**config.mk**
```make
export PLATFORM = sky130hd
export DESIGN_NAME = cpc_chain_crc_unit
export DESIGN_NICKNAME = d
export VERILOG_FILES = /design/src/rtl/cpc_pkg.sv /design/src/rtl/cpc_chain_crc_unit.sv /design/src/rtl/cpc_bit_crc.sv /design/src/rtl/cpc_fifo.sv
export SDC_FILE = /design/constraint.sdc
export NUM_CORES = 1
export LEC_CHECK = 0
export BUFFER_PORTS_ARGS = -buffer_cell sky130_fd_sc_hd__buf_2
export CAP_MARGIN = 20
export CELL_PAD_IN_SITES_DETAIL_PLACEMENT = 1
export CELL_PAD_IN_SITES_GLOBAL_PLACEMENT = 2
export CORE_MARGIN = 5
export CORE_UTILIZATION = 43
export CTS_BUF_LIST = sky130_fd_sc_hd__clkbuf_16
export DETAILED_ROUTE_END_ITERATION = 7
export PLACE_DENSITY = 0.92
export REMOVE_ABC_BUFFERS = 1
export SETUP_SLACK_MARGIN = 0.2
export SYNTH_ARGS = -nofsm -noshare
export SYNTH_HDL_FRONTEND = slang
export SYNTH_SLANG_ARGS = --single-unit
export TNS_END_PERCENT = 50
```
**constraint.sdc**
```tcl
create_clock -name clock -period 5.4 [get_ports clock]
set_input_delay 0.54 -clock clock [delete_from_list [all_inputs] [get_ports clock]]
set_output_delay 0.54 -clock clock [all_outputs]
set_load 0.02 [all_outputs]
```
**src/rtl/cpc_pkg.sv**
```systemverilog
// Constants and types shared by the chain packet CRC unit.
// Assumes a single device clock and byte-wide framer streams.
package cpc_pkg;
   localparam logic [31:0] CRC_INIT    = 32'hffffffff;
   localparam logic [15:0] POLY16      = 16'h1021;
   localparam logic [31:0] POLY32      = 32'h04c11db7;
   localparam logic [3:0]  BYTE_BITS   = 4'h8;
   localparam logic [5:0]  HDR_LAST    = 6'h04;
   localparam logic [5:0]  HDR_CRC_IDX = 6'h03;
   localparam logic [5:0]  LEN_SINGLE  = 6'h04;
   localparam logic [5:0]  CRC16_BYTES = 6'h02;
   localparam logic [5:0]  CRC32_BYTES = 6'h04;
   localparam logic [7:0]  ACK_CODE    = 8'hd2;
   localparam logic [8:0]  FAULT_LIMIT = 9'h080;
   localparam int          WORD_W      = 16;
   localparam int          FIFO_DEPTH  = 8;

   // Header fields in transmitted order, leading one excluded.
   typedef struct packed {
      logic [4:0] dev;
      logic       write;
      logic [8:0] regAddr;
      logic [5:0] len;
      logic [1:0] frame;
   } cpc_hdr_t;
endpackage

```
**src/rtl/cpc_chain_crc_unit.sv**
```systemverilog
// Chain packet CRC unit: checks received headers and write payloads,
// and builds response headers, read payloads and their CRCs.
// Assumes framer streams on the device clock; register logic feeds words.
`timescale 1ns/10ps
module cpc_chain_crc_unit
   import cpc_pkg::*;
(
   input  wire logic        clock,
   input  wire logic        reset,
   input  wire logic        rxValid,
   input  wire logic [7:0]  rxData,
   output logic             rxReady,
   output logic             hdrGood,
   output logic             hdrBad,
   output logic             payBad,
   output logic             cmdValid,
   output cpc_hdr_t         cmd,
   output logic             wrValid,
   output logic [15:0]      wrWord,
   output logic             wrCommit,
   input  wire logic [15:0] faultStatus,
   input  wire logic        wordValid,
   input  wire logic [15:0] wordData,
   output logic             wordReady,
   output logic             txValid,
   output logic [7:0]       txData,
   input  wire logic        txReady
);
   typedef enum logic [1:0] {R_HDR, R_CHKH, R_PAY, R_CHKP} cpc_rx_t;
   typedef enum logic [1:0] {T_IDLE, T_HDR, T_PAY, T_CRC} cpc_tx_t;

   // ---------------------------------------------------------------
   // Receive side
   // ---------------------------------------------------------------
   cpc_rx_t     rxState;
   cpc_rx_t     next_rxState;
   logic [5:0]  rxIdx;
   logic [5:0]  next_rxIdx;
   logic [23:0] hdrBits;
   logic [23:0] next_hdrBits;
   logic [7:0]  hiByte;
   logic [7:0]  next_hiByte;
   logic        next_rxReady;
   logic        next_hdrGood;
   logic        next_hdrBad;
   logic        next_payBad;
   logic        next_cmdValid;
   cpc_hdr_t    next_cmd;
   logic        next_wrValid;
   logic [15:0] next_wrWord;
   logic        next_wrCommit;
   logic        take;
   logic        rxInit;
   logic        rxWide;
   logic        rxBusy;
   logic [31:0] rxCrc;
   cpc_hdr_t    rxHdr;
   logic [5:0]  rxDataBytes;
   logic        startTx;
   logic        startAck;
   cpc_tx_t     txState;

   assign take = rxValid && rxReady;
   assign rxHdr = cpc_hdr_t'(hdrBits[22:0]);
   assign rxDataBytes = rxHdr.len - ((rxHdr.len == LEN_SINGLE) ? CRC16_BYTES : CRC32_BYTES);

   cpc_bit_crc rxEngine (
      .clock (clock),
      .reset (reset),
      .init  (rxInit),
      .wide  (rxWide),
      .load  (take),
      .data  (rxData),
      .busy  (rxBusy),
      .crc   (rxCrc)
   );

   always_comb begin
      next_rxState = rxState;
      next_rxIdx = rxIdx;
      next_hdrBits = hdrBits;
      next_hiByte = hiByte;
      next_hdrGood = 1'b0;
      next_hdrBad = 1'b0;
      next_payBad = 1'b0;
      next_cmdValid = 1'b0;
      next_cmd = cmd;
      next_wrValid = 1'b0;
      next_wrWord = wrWord;
      next_wrCommit = 1'b0;
      rxInit = 1'b0;
      rxWide = 1'b0;
      startTx = 1'b0;
      startAck = 1'b0;
      case (rxState)
         R_HDR: begin
            if (take) begin
               // The two CRC bytes run through the engine too; a clean
               // header leaves a zero remainder.
               if (rxIdx < HDR_CRC_IDX) begin
                  next_hdrBits = {hdrBits[15:0], rxData};
               end
               next_rxIdx = rxIdx + 6'h01;
               if (rxIdx == HDR_LAST) begin
                  next_rxState = R_CHKH;
               end
            end
         end
         R_CHKH: begin
            if (!rxBusy) begin
               if (rxCrc[15:0] != 16'h0000 || !hdrBits[23]) begin
                  next_hdrBad = 1'b1;
                  next_rxState = R_HDR;
                  rxInit = 1'b1;
               end else if (rxHdr.write && rxHdr.len != 6'h00) begin
                  next_hdrGood = 1'b1;
                  next_rxState = R_PAY;
                  rxInit = 1'b1;
                  rxWide = rxHdr.len != LEN_SINGLE;
               end else if (txState == T_IDLE) begin
                  next_hdrGood = 1'b1;
                  next_cmdValid = 1'b1;
                  next_cmd = rxHdr;
                  startTx = !rxHdr.write && rxHdr.len != 6'h00;
                  next_rxState = R_HDR;
                  rxInit = 1'b1;
               end
               next_rxIdx = 6'h00;
            end
         end
         R_PAY: begin
            if (take) begin
               next_rxIdx = rxIdx + 6'h01;
               if (!rxIdx[0]) begin
                  next_hiByte = rxData;
               end else if (rxIdx < rxDataBytes) begin
                  next_wrValid = 1'b1;
                  next_wrWord = {hiByte, rxData};
               end
               if (rxIdx == rxHdr.len - 6'h01) begin
                  next_rxState = R_CHKP;
               end
            end
         end
         default: begin
            if (!rxBusy) begin
               if (rxCrc != 32'h00000000) begin
                  next_payBad = 1'b1;
                  next_rxState = R_HDR;
                  rxInit = 1'b1;
               end else if (txState == T_IDLE) begin
                  next_wrCommit = 1'b1;
                  next_cmdValid = 1'b1;
                  next_cmd = rxHdr;
                  startTx = 1'b1;
                  startAck = 1'b1;
                  next_rxState = R_HDR;
                  rxInit = 1'b1;
               end
               next_rxIdx = 6'h00;
            end
         end
      endcase
      next_rxReady = (next_rxState == R_HDR || next_rxState == R_PAY) && !take && !rxBusy;
   end

   always_ff @(posedge clock) begin
      if (reset) begin
         rxState <= R_HDR;
         rxIdx <= 6'h00;
         hdrBits <= 24'h000000;
         hiByte <= 8'h00;
         rxReady <= 1'b0;
         hdrGood <= 1'b0;
         hdrBad <= 1'b0;
         payBad <= 1'b0;
         cmdValid <= 1'b0;
         cmd <= '0;
         wrValid <= 1'b0;
         wrWord <= 16'h0000;
         wrCommit <= 1'b0;
      end else begin
         rxState <= next_rxState;
         rxIdx <= next_rxIdx;
         hdrBits <= next_hdrBits;
         hiByte <= next_hiByte;
         rxReady <= next_rxReady;
         hdrGood <= next_hdrGood;
         hdrBad <= next_hdrBad;
         payBad <= next_payBad;
         cmdValid <= next_cmdValid;
         cmd <= next_cmd;
         wrValid <= next_wrValid;
         wrWord <= next_wrWord;
         wrCommit <= next_wrCommit;
      end
   end

   // ---------------------------------------------------------------
   // Transmit side
   // ---------------------------------------------------------------
   cpc_tx_t     next_txState;
   logic [5:0]  txIdx;
   logic [5:0]  next_txIdx;
   cpc_hdr_t    resp;
   cpc_hdr_t    next_resp;
   logic        needStat;
   logic        next_needStat;
   logic [7:0]  lowByte;
   logic [7:0]  next_lowByte;
   logic        next_txValid;
   logic [7:0]  next_txData;
   logic        txInit;
   logic        txWide;
   logic        txLoad;
   logic        txBusy;
   logic [31:0] txCrc;
   logic        fifoValid;
   logic [15:0] fifoData;
   logic        fifoPop;
   logic        present;
   logic        sent;
   logic [5:0]  txCrcBytes;
   logic [5:0]  txDataBytes;
   logic [31:0] crcSel;

   cpc_bit_crc txEngine (
      .clock (clock),
      .reset (reset),
      .init  (txInit),
      .wide  (txWide),
      .load  (txLoad),
      .data  (next_txData),
      .busy  (txBusy),
      .crc   (txCrc)
   );

   // Back-pressure: the register logic stalls on wordReady when the
   // serialiser waits on txReady and the buffer fills.
   cpc_fifo #(.WIDTH(WORD_W), .DEPTH(FIFO_DEPTH)) readBuffer (
      .clock    (clock),
      .reset    (reset),
      .inValid  (wordValid),
      .inData   (wordData),
      .inReady  (wordReady),
      .outValid (fifoValid),
      .outData  (fifoData),
      .outReady (fifoPop)
   );

   assign present = !txValid && !txBusy;
   assign sent = txValid && txReady;
   assign txCrcBytes = (resp.len == LEN_SINGLE) ? CRC16_BYTES : CRC32_BYTES;
   assign txDataBytes = resp.len - txCrcBytes;
   assign crcSel = (resp.len == LEN_SINGLE) ? {txCrc[15:0], 16'h0000} : txCrc;

   always_comb begin
      next_txState = txState;
      next_txIdx = txIdx;
      next_resp = resp;
      next_needStat = needStat;
      next_lowByte = lowByte;
      next_txValid = txValid;
      next_txData = txData;
      txInit = 1'b0;
      txWide = 1'b0;
      txLoad = 1'b0;
      fifoPop = 1'b0;
      case (txState)
         T_IDLE: begin
            if (startTx) begin
               next_resp = rxHdr;
               next_resp.write = 1'b0;
               next_resp.frame = rxHdr.frame + 2'h1;
               next_needStat = rxHdr.len != LEN_SINGLE && rxHdr.regAddr < FAULT_LIMIT;
               if (startAck) begin
                  next_resp.regAddr = {1'b0, ACK_CODE};
                  next_resp.len = 6'h00;
                  next_needStat = 1'b0;
               end
               txInit = 1'b1;
               next_txIdx = 6'h00;
               next_txState = T_HDR;
            end
         end
         T_HDR: begin
            if (present) begin
               next_txValid = 1'b1;
               case (txIdx[2:0])
                  3'h0: next_txData = {1'b1, resp.dev, resp.write, resp.regAddr[8]};
                  3'h1: next_txData = resp.regAddr[7:0];
                  3'h2: next_txData = {resp.len, resp.frame};
                  3'h3: next_txData = txCrc[15:8];
                  default: next_txData = txCrc[7:0];
               endcase
               txLoad = txIdx < HDR_CRC_IDX;
            end else if (sent) begin
               next_txValid = 1'b0;
               next_txIdx = txIdx + 6'h01;
               if (txIdx == HDR_LAST) begin
                  next_txIdx = 6'h00;
                  if (resp.len == 6'h00) begin
                     next_txState = T_IDLE;
                  end else begin
                     txInit = 1'b1;
                     txWide = resp.len != LEN_SINGLE;
                     next_txState = T_PAY;
                  end
               end
            end
         end
         T_PAY: begin
            if (present && txIdx[0]) begin
               next_txValid = 1'b1;
               next_txData = lowByte;
               txLoad = 1'b1;
            end else if (present && needStat) begin
               next_txValid = 1'b1;
               next_txData = faultStatus[15:8];
               next_lowByte = faultStatus[7:0];
               next_needStat = 1'b0;
               txLoad = 1'b1;
            end else if (present && fifoValid) begin
               next_txValid = 1'b1;
               next_txData = fifoData[15:8];
               next_lowByte = fifoData[7:0];
               fifoPop = 1'b1;
               txLoad = 1'b1;
            end else if (sent) begin
               next_txValid = 1'b0;
               next_txIdx = txIdx + 6'h01;
               if (txIdx == txDataBytes - 6'h01) begin
                  next_txIdx = 6'h00;
                  next_txState = T_CRC;
               end
            end
         end
         default: begin
            if (present) begin
               next_txValid = 1'b1;
               case (txIdx[1:0])
                  2'h0: next_txData = crcSel[31:24];
                  2'h1: next_txData = crcSel[23:16];
                  2'h2: next_txData = crcSel[15:8];
                  default: next_txData = crcSel[7:0];
               endcase
            end else if (sent) begin
               next_txValid = 1'b0;
               next_txIdx = txIdx + 6'h01;
               if (txIdx == txCrcBytes - 6'h01) begin
                  next_txState = T_IDLE;
               end
            end
         end
      endcase
   end

   always_ff @(posedge clock) begin
      if (reset) begin
         txState <= T_IDLE;
         txIdx <= 6'h00;
         resp <= '0;
         needStat <= 1'b0;
         lowByte <= 8'h00;
         txValid <= 1'b0;
         txData <= 8'h00;
      end else begin
         txState <= next_txState;
         txIdx <= next_txIdx;
         resp <= next_resp;
         needStat <= next_needStat;
         lowByte <= next_lowByte;
         txValid <= next_txValid;
         txData <= next_txData;
      end
   end
endmodule

```
**src/rtl/cpc_bit_crc.sv**
```systemverilog
// Bit-serial CRC engine, one input bit per clock, most significant first.
// Assumes init and load are never asserted while a byte is still shifting.
`timescale 1ns/10ps
module cpc_bit_crc
   import cpc_pkg::*;
(
   input  wire logic        clock,
   input  wire logic        reset,
   input  wire logic        init,
   input  wire logic        wide,
   input  wire logic        load,
   input  wire logic [7:0]  data,
   output logic             busy,
   output logic [31:0]      crc
);
   logic [7:0]  shiftIn;
   logic [3:0]  bitCnt;
   logic        wideQ;
   logic [31:0] next_crc;
   logic [7:0]  next_shiftIn;
   logic [3:0]  next_bitCnt;
   logic        next_wideQ;
   logic        feedback;
   logic [31:0] stepped;

   assign busy = bitCnt != 4'h0;

   always_comb begin
      next_crc = crc;
      next_shiftIn = shiftIn;
      next_bitCnt = bitCnt;
      next_wideQ = wideQ;
      feedback = shiftIn[7] ^ (wideQ ? crc[31] : crc[15]);
      stepped = {crc[30:0], 1'b0};
      if (feedback) begin
         stepped = stepped ^ (wideQ ? POLY32 : {16'h0000, POLY16});
      end
      if (!wideQ) begin
         stepped[31:16] = 16'h0000;
      end
      if (init) begin
         next_crc = wide ? CRC_INIT : {16'h0000, CRC_INIT[15:0]};
         next_wideQ = wide;
         next_bitCnt = 4'h0;
      end else if (load) begin
         next_shiftIn = data;
         next_bitCnt = BYTE_BITS;
      end else if (busy) begin
         next_crc = stepped;
         next_shiftIn = {shiftIn[6:0], 1'b0};
         next_bitCnt = bitCnt - 4'h1;
      end
   end

   always_ff @(posedge clock) begin
      if (reset) begin
         crc <= {16'h0000, CRC_INIT[15:0]};
         shiftIn <= 8'h00;
         bitCnt <= 4'h0;
         wideQ <= 1'b0;
      end else begin
         crc <= next_crc;
         shiftIn <= next_shiftIn;
         bitCnt <= next_bitCnt;
         wideQ <= next_wideQ;
      end
   end
endmodule

```
**src/rtl/cpc_fifo.sv**
```systemverilog
// Synchronous FIFO with registered ready on the filling side.
// Assumes both sides run on the same clock.
`timescale 1ns/10ps
module cpc_fifo #(
   parameter int WIDTH = 16,
   parameter int DEPTH = 8
) (
   input  wire logic             clock,
   input  wire logic             reset,
   input  wire logic             inValid,
   input  wire logic [WIDTH-1:0] inData,
   output logic                  inReady,
   output logic                  outValid,
   output logic [WIDTH-1:0]      outData,
   input  wire logic             outReady
);
   localparam int AW = $clog2(DEPTH);
   logic [WIDTH-1:0] mem [DEPTH];
   logic [AW-1:0]    wrPtr;
   logic [AW-1:0]    rdPtr;
   logic [AW:0]      count;
   logic [AW-1:0]    next_wrPtr;
   logic [AW-1:0]    next_rdPtr;
   logic [AW:0]      next_count;
   logic             next_inReady;
   logic             push;
   logic             pop;

   assign outValid = count != '0;
   assign outData = mem[rdPtr];
   assign push = inValid && inReady;
   assign pop = outReady && outValid;

   always_comb begin
      next_wrPtr = push ? wrPtr + 1'b1 : wrPtr;
      next_rdPtr = pop ? rdPtr + 1'b1 : rdPtr;
      next_count = count + {{AW{1'b0}}, push} - {{AW{1'b0}}, pop};
      // Ready is registered so the source never sees a combinational path.
      next_inReady = next_count != (AW+1)'(DEPTH);
   end

   always_ff @(posedge clock) begin
      if (reset) begin
         wrPtr <= '0;
         rdPtr <= '0;
         count <= '0;
         inReady <= 1'b0;
      end else begin
         wrPtr <= next_wrPtr;
         rdPtr <= next_rdPtr;
         count <= next_count;
         inReady <= next_inReady;
      end
   end

   always_ff @(posedge clock) begin
      if (push) begin
         mem[wrPtr] <= inData;
      end
   end
endmodule

```
==> reports/qor.csv <==
stage,metric,value,unit
run_status,status,completed,
floorplanning,die width,204.9,µm
place,Routability Congestion,0.8428,
floorplanning,row count,71,
critical_path,RR Startpoint,hdrBits[3],
synthesis,"area leader, netlist",dfxtp_1,
synthesis,Post-synth ARST share,0,%
finish,"most common cell after layout, fill and taps aside",nand2_1,
global_route,first-pass GRT wire length,73.39,mm
global_route,initial antenna violation count,0,
drt,DRT iter0 DRCs,912,
sta,"Slew Viols, Final",0,
synthesis,Post-Synth Simple-Gate Area,16.33,%
floorplanning,Die Area,0.04199,mm²
critical_path,Crit. End Element,register,
synthesis,"Seq/Total Area, Yosys",52.70,%
finish,most frequent cells in the layout,"nand2_1 (261), dfxtp_1 (236), a21oi_1 (164)",
synthesis,Synth Area per Inst,10.07,µm²
cts,Num CTS Buffers,41,
cts,CTS max path bufs,3,
cts,clock tree from TritonCTS,yes,
sta,final hold viol count,0,
finish,multi-input logic area,0.007153,mm²
global_route,global route overflow,0,
cts,CTS Sinks,366,
critical_path,RR Endpoint,wrWord[4],
synthesis,top area cells in the synthesized netlist,"dfxtp_1 (29%), edfxtp_1 (24%), nand2_1 (6.0%), a21oi_1 (5.0%), mux4_2 (4.4%)",
finish,area grow syn2layout,13.90,%
pwr,Combinational Power Share,22.9,%
synthesis,adder-cell share of the synthesized area,2.619,%
finish,share of cells above drive strength 1,14.39,%
drt,drt pass-1 iters,7,
cts,Setup Buffers After CTS,0,
synthesis,Synth top area share,29.17,%
synthesis,Post-synth EDFFs,128,
worst_hold_path,worst hold path type,in2reg,
place,Placed Cells,2137,
synthesis,register bit count reported by yosys,366,
critical_path,maximum fanout along the worst path,17,
global_route,vias in the first global route,12990,
pwr,leak pwr,6.588,nW
cts,clk slew on worst S/H paths,0.07,ns
critical_path,crit path to,wrWord[4],
critical_path,internal reg-to-reg setup slack,1.51,ns
drt,via count,12590,
finish,Non-Filler Instances,2214,
finish,number of fillers in the final layout,4059,
synthesis,Synth Area in XOR/XNOR,3.163,%
drt,DR vias/cell,5.686,
place,DP HPWL,30.61,mm
drt,drt total wl,46.20,mm
synthesis,distinct cell type count after synthesis,85,
floorplanning,core area,0.03758,mm²
critical_path,critical path's slowest cell,fa_1,
drt,DRC Markers,0,
pwr,Cell Pwr Density,440.8,mW/mm²
critical_path,crit path from,hdrBits[3],
pwr,Pint,5.545,mW
cts,post-cts gate resize count,0,
floorplanning,Initial Util,43.47,%
finish,fin nets,1751,
synthesis,main combinational cell family by area after synthesis,simple AND/OR/NAND/NOR gates,
global_route,pin count of the biggest net entering global routing,121,
cts,htree depth,2,
finish,Register Area,0.008611,mm²
global_route,GRT Total Usage,21.82,%
sta,final period utilization,71.98,%
sta,clock skew,0.03751,ns
pwr,VDD IR max,0.4141,mV
sta,actual slew at the worst max-slew pin,1.098,ns
synthesis,main flop type after synthesis,dfxtp_1,
pwr,Clock power frac,35.3,%
critical_path,critical path arrival,4.38,ns
critical_path,worst reg-to-reg path cell count,16,
pwr,NetSw,2.655,mW
synthesis,synthesized area,0.01634,mm²
sta,Slew headroom,26.74,%
pwr,Sequential Power Share,41.8,%
pwr,sw frac,32.38,%
cts,hold buffers post-CTS,0,
critical_path,Critical Path Source Type,register,
floorplanning,I/O pin cnt,101,
synthesis,Cells after Synth,1623,
sta,Total Neg Setup Slack,0,ns
sta,RSZ-0062 raised after global routing,no,
finish,Finished Core Util,49.52,%
floorplanning,die outline height,204.9,µm
place,# port buffers,100,
critical_path,WP data required,5.89,ns
drt,drt wl/cell,20.87,µm
synthesis,yosys warns,0,
cts,Clock Tree Root,clkbuf_16,
drt,Detail Route Antenna Nets,0,
sta,fin crit period,3.887,ns
critical_path,critical path's largest stage delay,0.47,ns
synthesis,Compound-Gate Fraction of Synth Area,13.69,%
critical_path,crit-path cells,"inv_1, ha_1, nor3b_2, and3b_1, ha_1, inv_1, fa_1, inv_1, ha_1, o21a_1, o21a_1, o21ai_1, nand2b_1, a2111oi_4, buf_4, mux2i_1",
flow_run,Max-cap violations,0,
cts,worst-skew pair later-pin latency,0.59,ns
critical_path,critical path class,reg2reg,
sta,FMAX,0.2573,GHz
synthesis,mux cell area share after synthesis,7.675,%
finish,n_diodes,0,
sta,Final Setup Violations,0,
[power by group through the flow]
stage | sequential [mW] | clock [mW] | combinational, mW
global placement | 3.46 | 0 | 1.77
detailed placement | 3.48 | 0 | 1.87
global route | 3.46 | 3.10 | 2.10
finish | 3.43 | 2.90 | 1.88
CTS | 3.42 | 2.96 | 1.89
floorplan | 3.39 | 0 | 1.34
[cells by family after synthesis]
| logic type | after synthesis |
|---|---|
| buf+inv | 152 |
| mux | 85 |
| simple gates | 589 |
| fa+ha+maj | 33 |
| xor+xnor | 59 |
| flops | 366 |
| compound gates | 339 |
[metrics by stage]
stage	hold slack (ns)	worst slack [ns]	instance area, µm²	power [mW]
finish	0.2300	1.513	18610	8.201
global placement	0.4404	1.813	17160	5.235
CTS	0.1992	1.494	18570	8.272
floorplan	0.4252	1.582	15870	4.733
detailed placement	0.4449	1.576	17180	5.346
global route	0.2187	1.201	18610	8.663
[state kept, by name (all words and copies together), names as in the netlist, 16 cells and up, named ones only]
signal,cells
readBuffer.mem,128
rxEngine.crc,32
txEngine.crc,32
hdrBits,24
cmd,23
resp,22
wrWord,16
[cells in the mapped netlist (4+ instances only)]
master,count
o21ai_0,22
or3_1,5
a21oi_1,164
nor3b_1,4
nor3_1,59
nor2b_1,6
clkbuf_1,73
nand2_1,261
a211oi_1,28
edfxtp_1,128
mux4_2,32
buf_2,27
inv_1,38
nand2b_1,10
nand4_1,18
and2_1,7
a221o_1,6
a21o_1,5
xnor2_1,27
a31oi_1,5
a221oi_1,5
a22oi_1,8
nor2_1,134
nand3_1,37
mux2i_1,51
a311oi_1,10
and3_1,7
o21a_1,5
nor4_1,14
dfxtp_1,238
o21ai_1,5
ha_1,31
o211ai_1,23
a2bb2oi_1,5
o2111ai_1,4
a222oi_1,14
buf_1,5
or2_2,4
xor2_1,32
[worst min path at each step]
| stage | slack [ns] | from | to | cells past startpoint |
|---|---|---|---|---|
| after floorplan | 0.43 | resp[16] | resp[16] | 2 |
| after global placement | 0.44 | wrWord[3] | wrWord[3] | 2 |
| after detailed placement | 0.44 | cmd[21] | cmd[21] | 2 |
| after CTS | 0.20 | wordData[3] | readBuffer.mem[7][3] | 1 |
| after global routing | 0.22 | wordData[3] | readBuffer.mem[7][3] | 1 |
| final | 0.23 | wordData[3] | readBuffer.mem[7][3] | 1 |
[layout make-up]
class	instances	area share, %
inverters	42	0.8473
repair buffers	117	3.517
flip-flops and latches	366	46.28
multi-input cells	1105	38.44
clock inverters	31	1.829
clock buffers	42	5.649
well taps	511	3.436
[worst max-delay path, delay by kind of cell (launching register included)]
family / cells / cell delay, ns
and+or+nand+nor: 3 / 0.71
buffers and inverters: 4 / 0.57
adders and majority gates: 4 / 1.16
AOI/OAI and AO/OA: 4 / 0.75
DFF: 1 / 0.36
muxes: 1 / 0.25
[routing by layer]
metal	vias to the layer above	global-route usage (%)	part of all wire [%]
li1	5960	-	-
met2	229	36.83	49
met1	6324	29.06	44
met4	0	6.388	2.5
met3	75	3.673	3.9
met5	-	0	0
No activity file was read; power rests on OpenSTA's default activity.
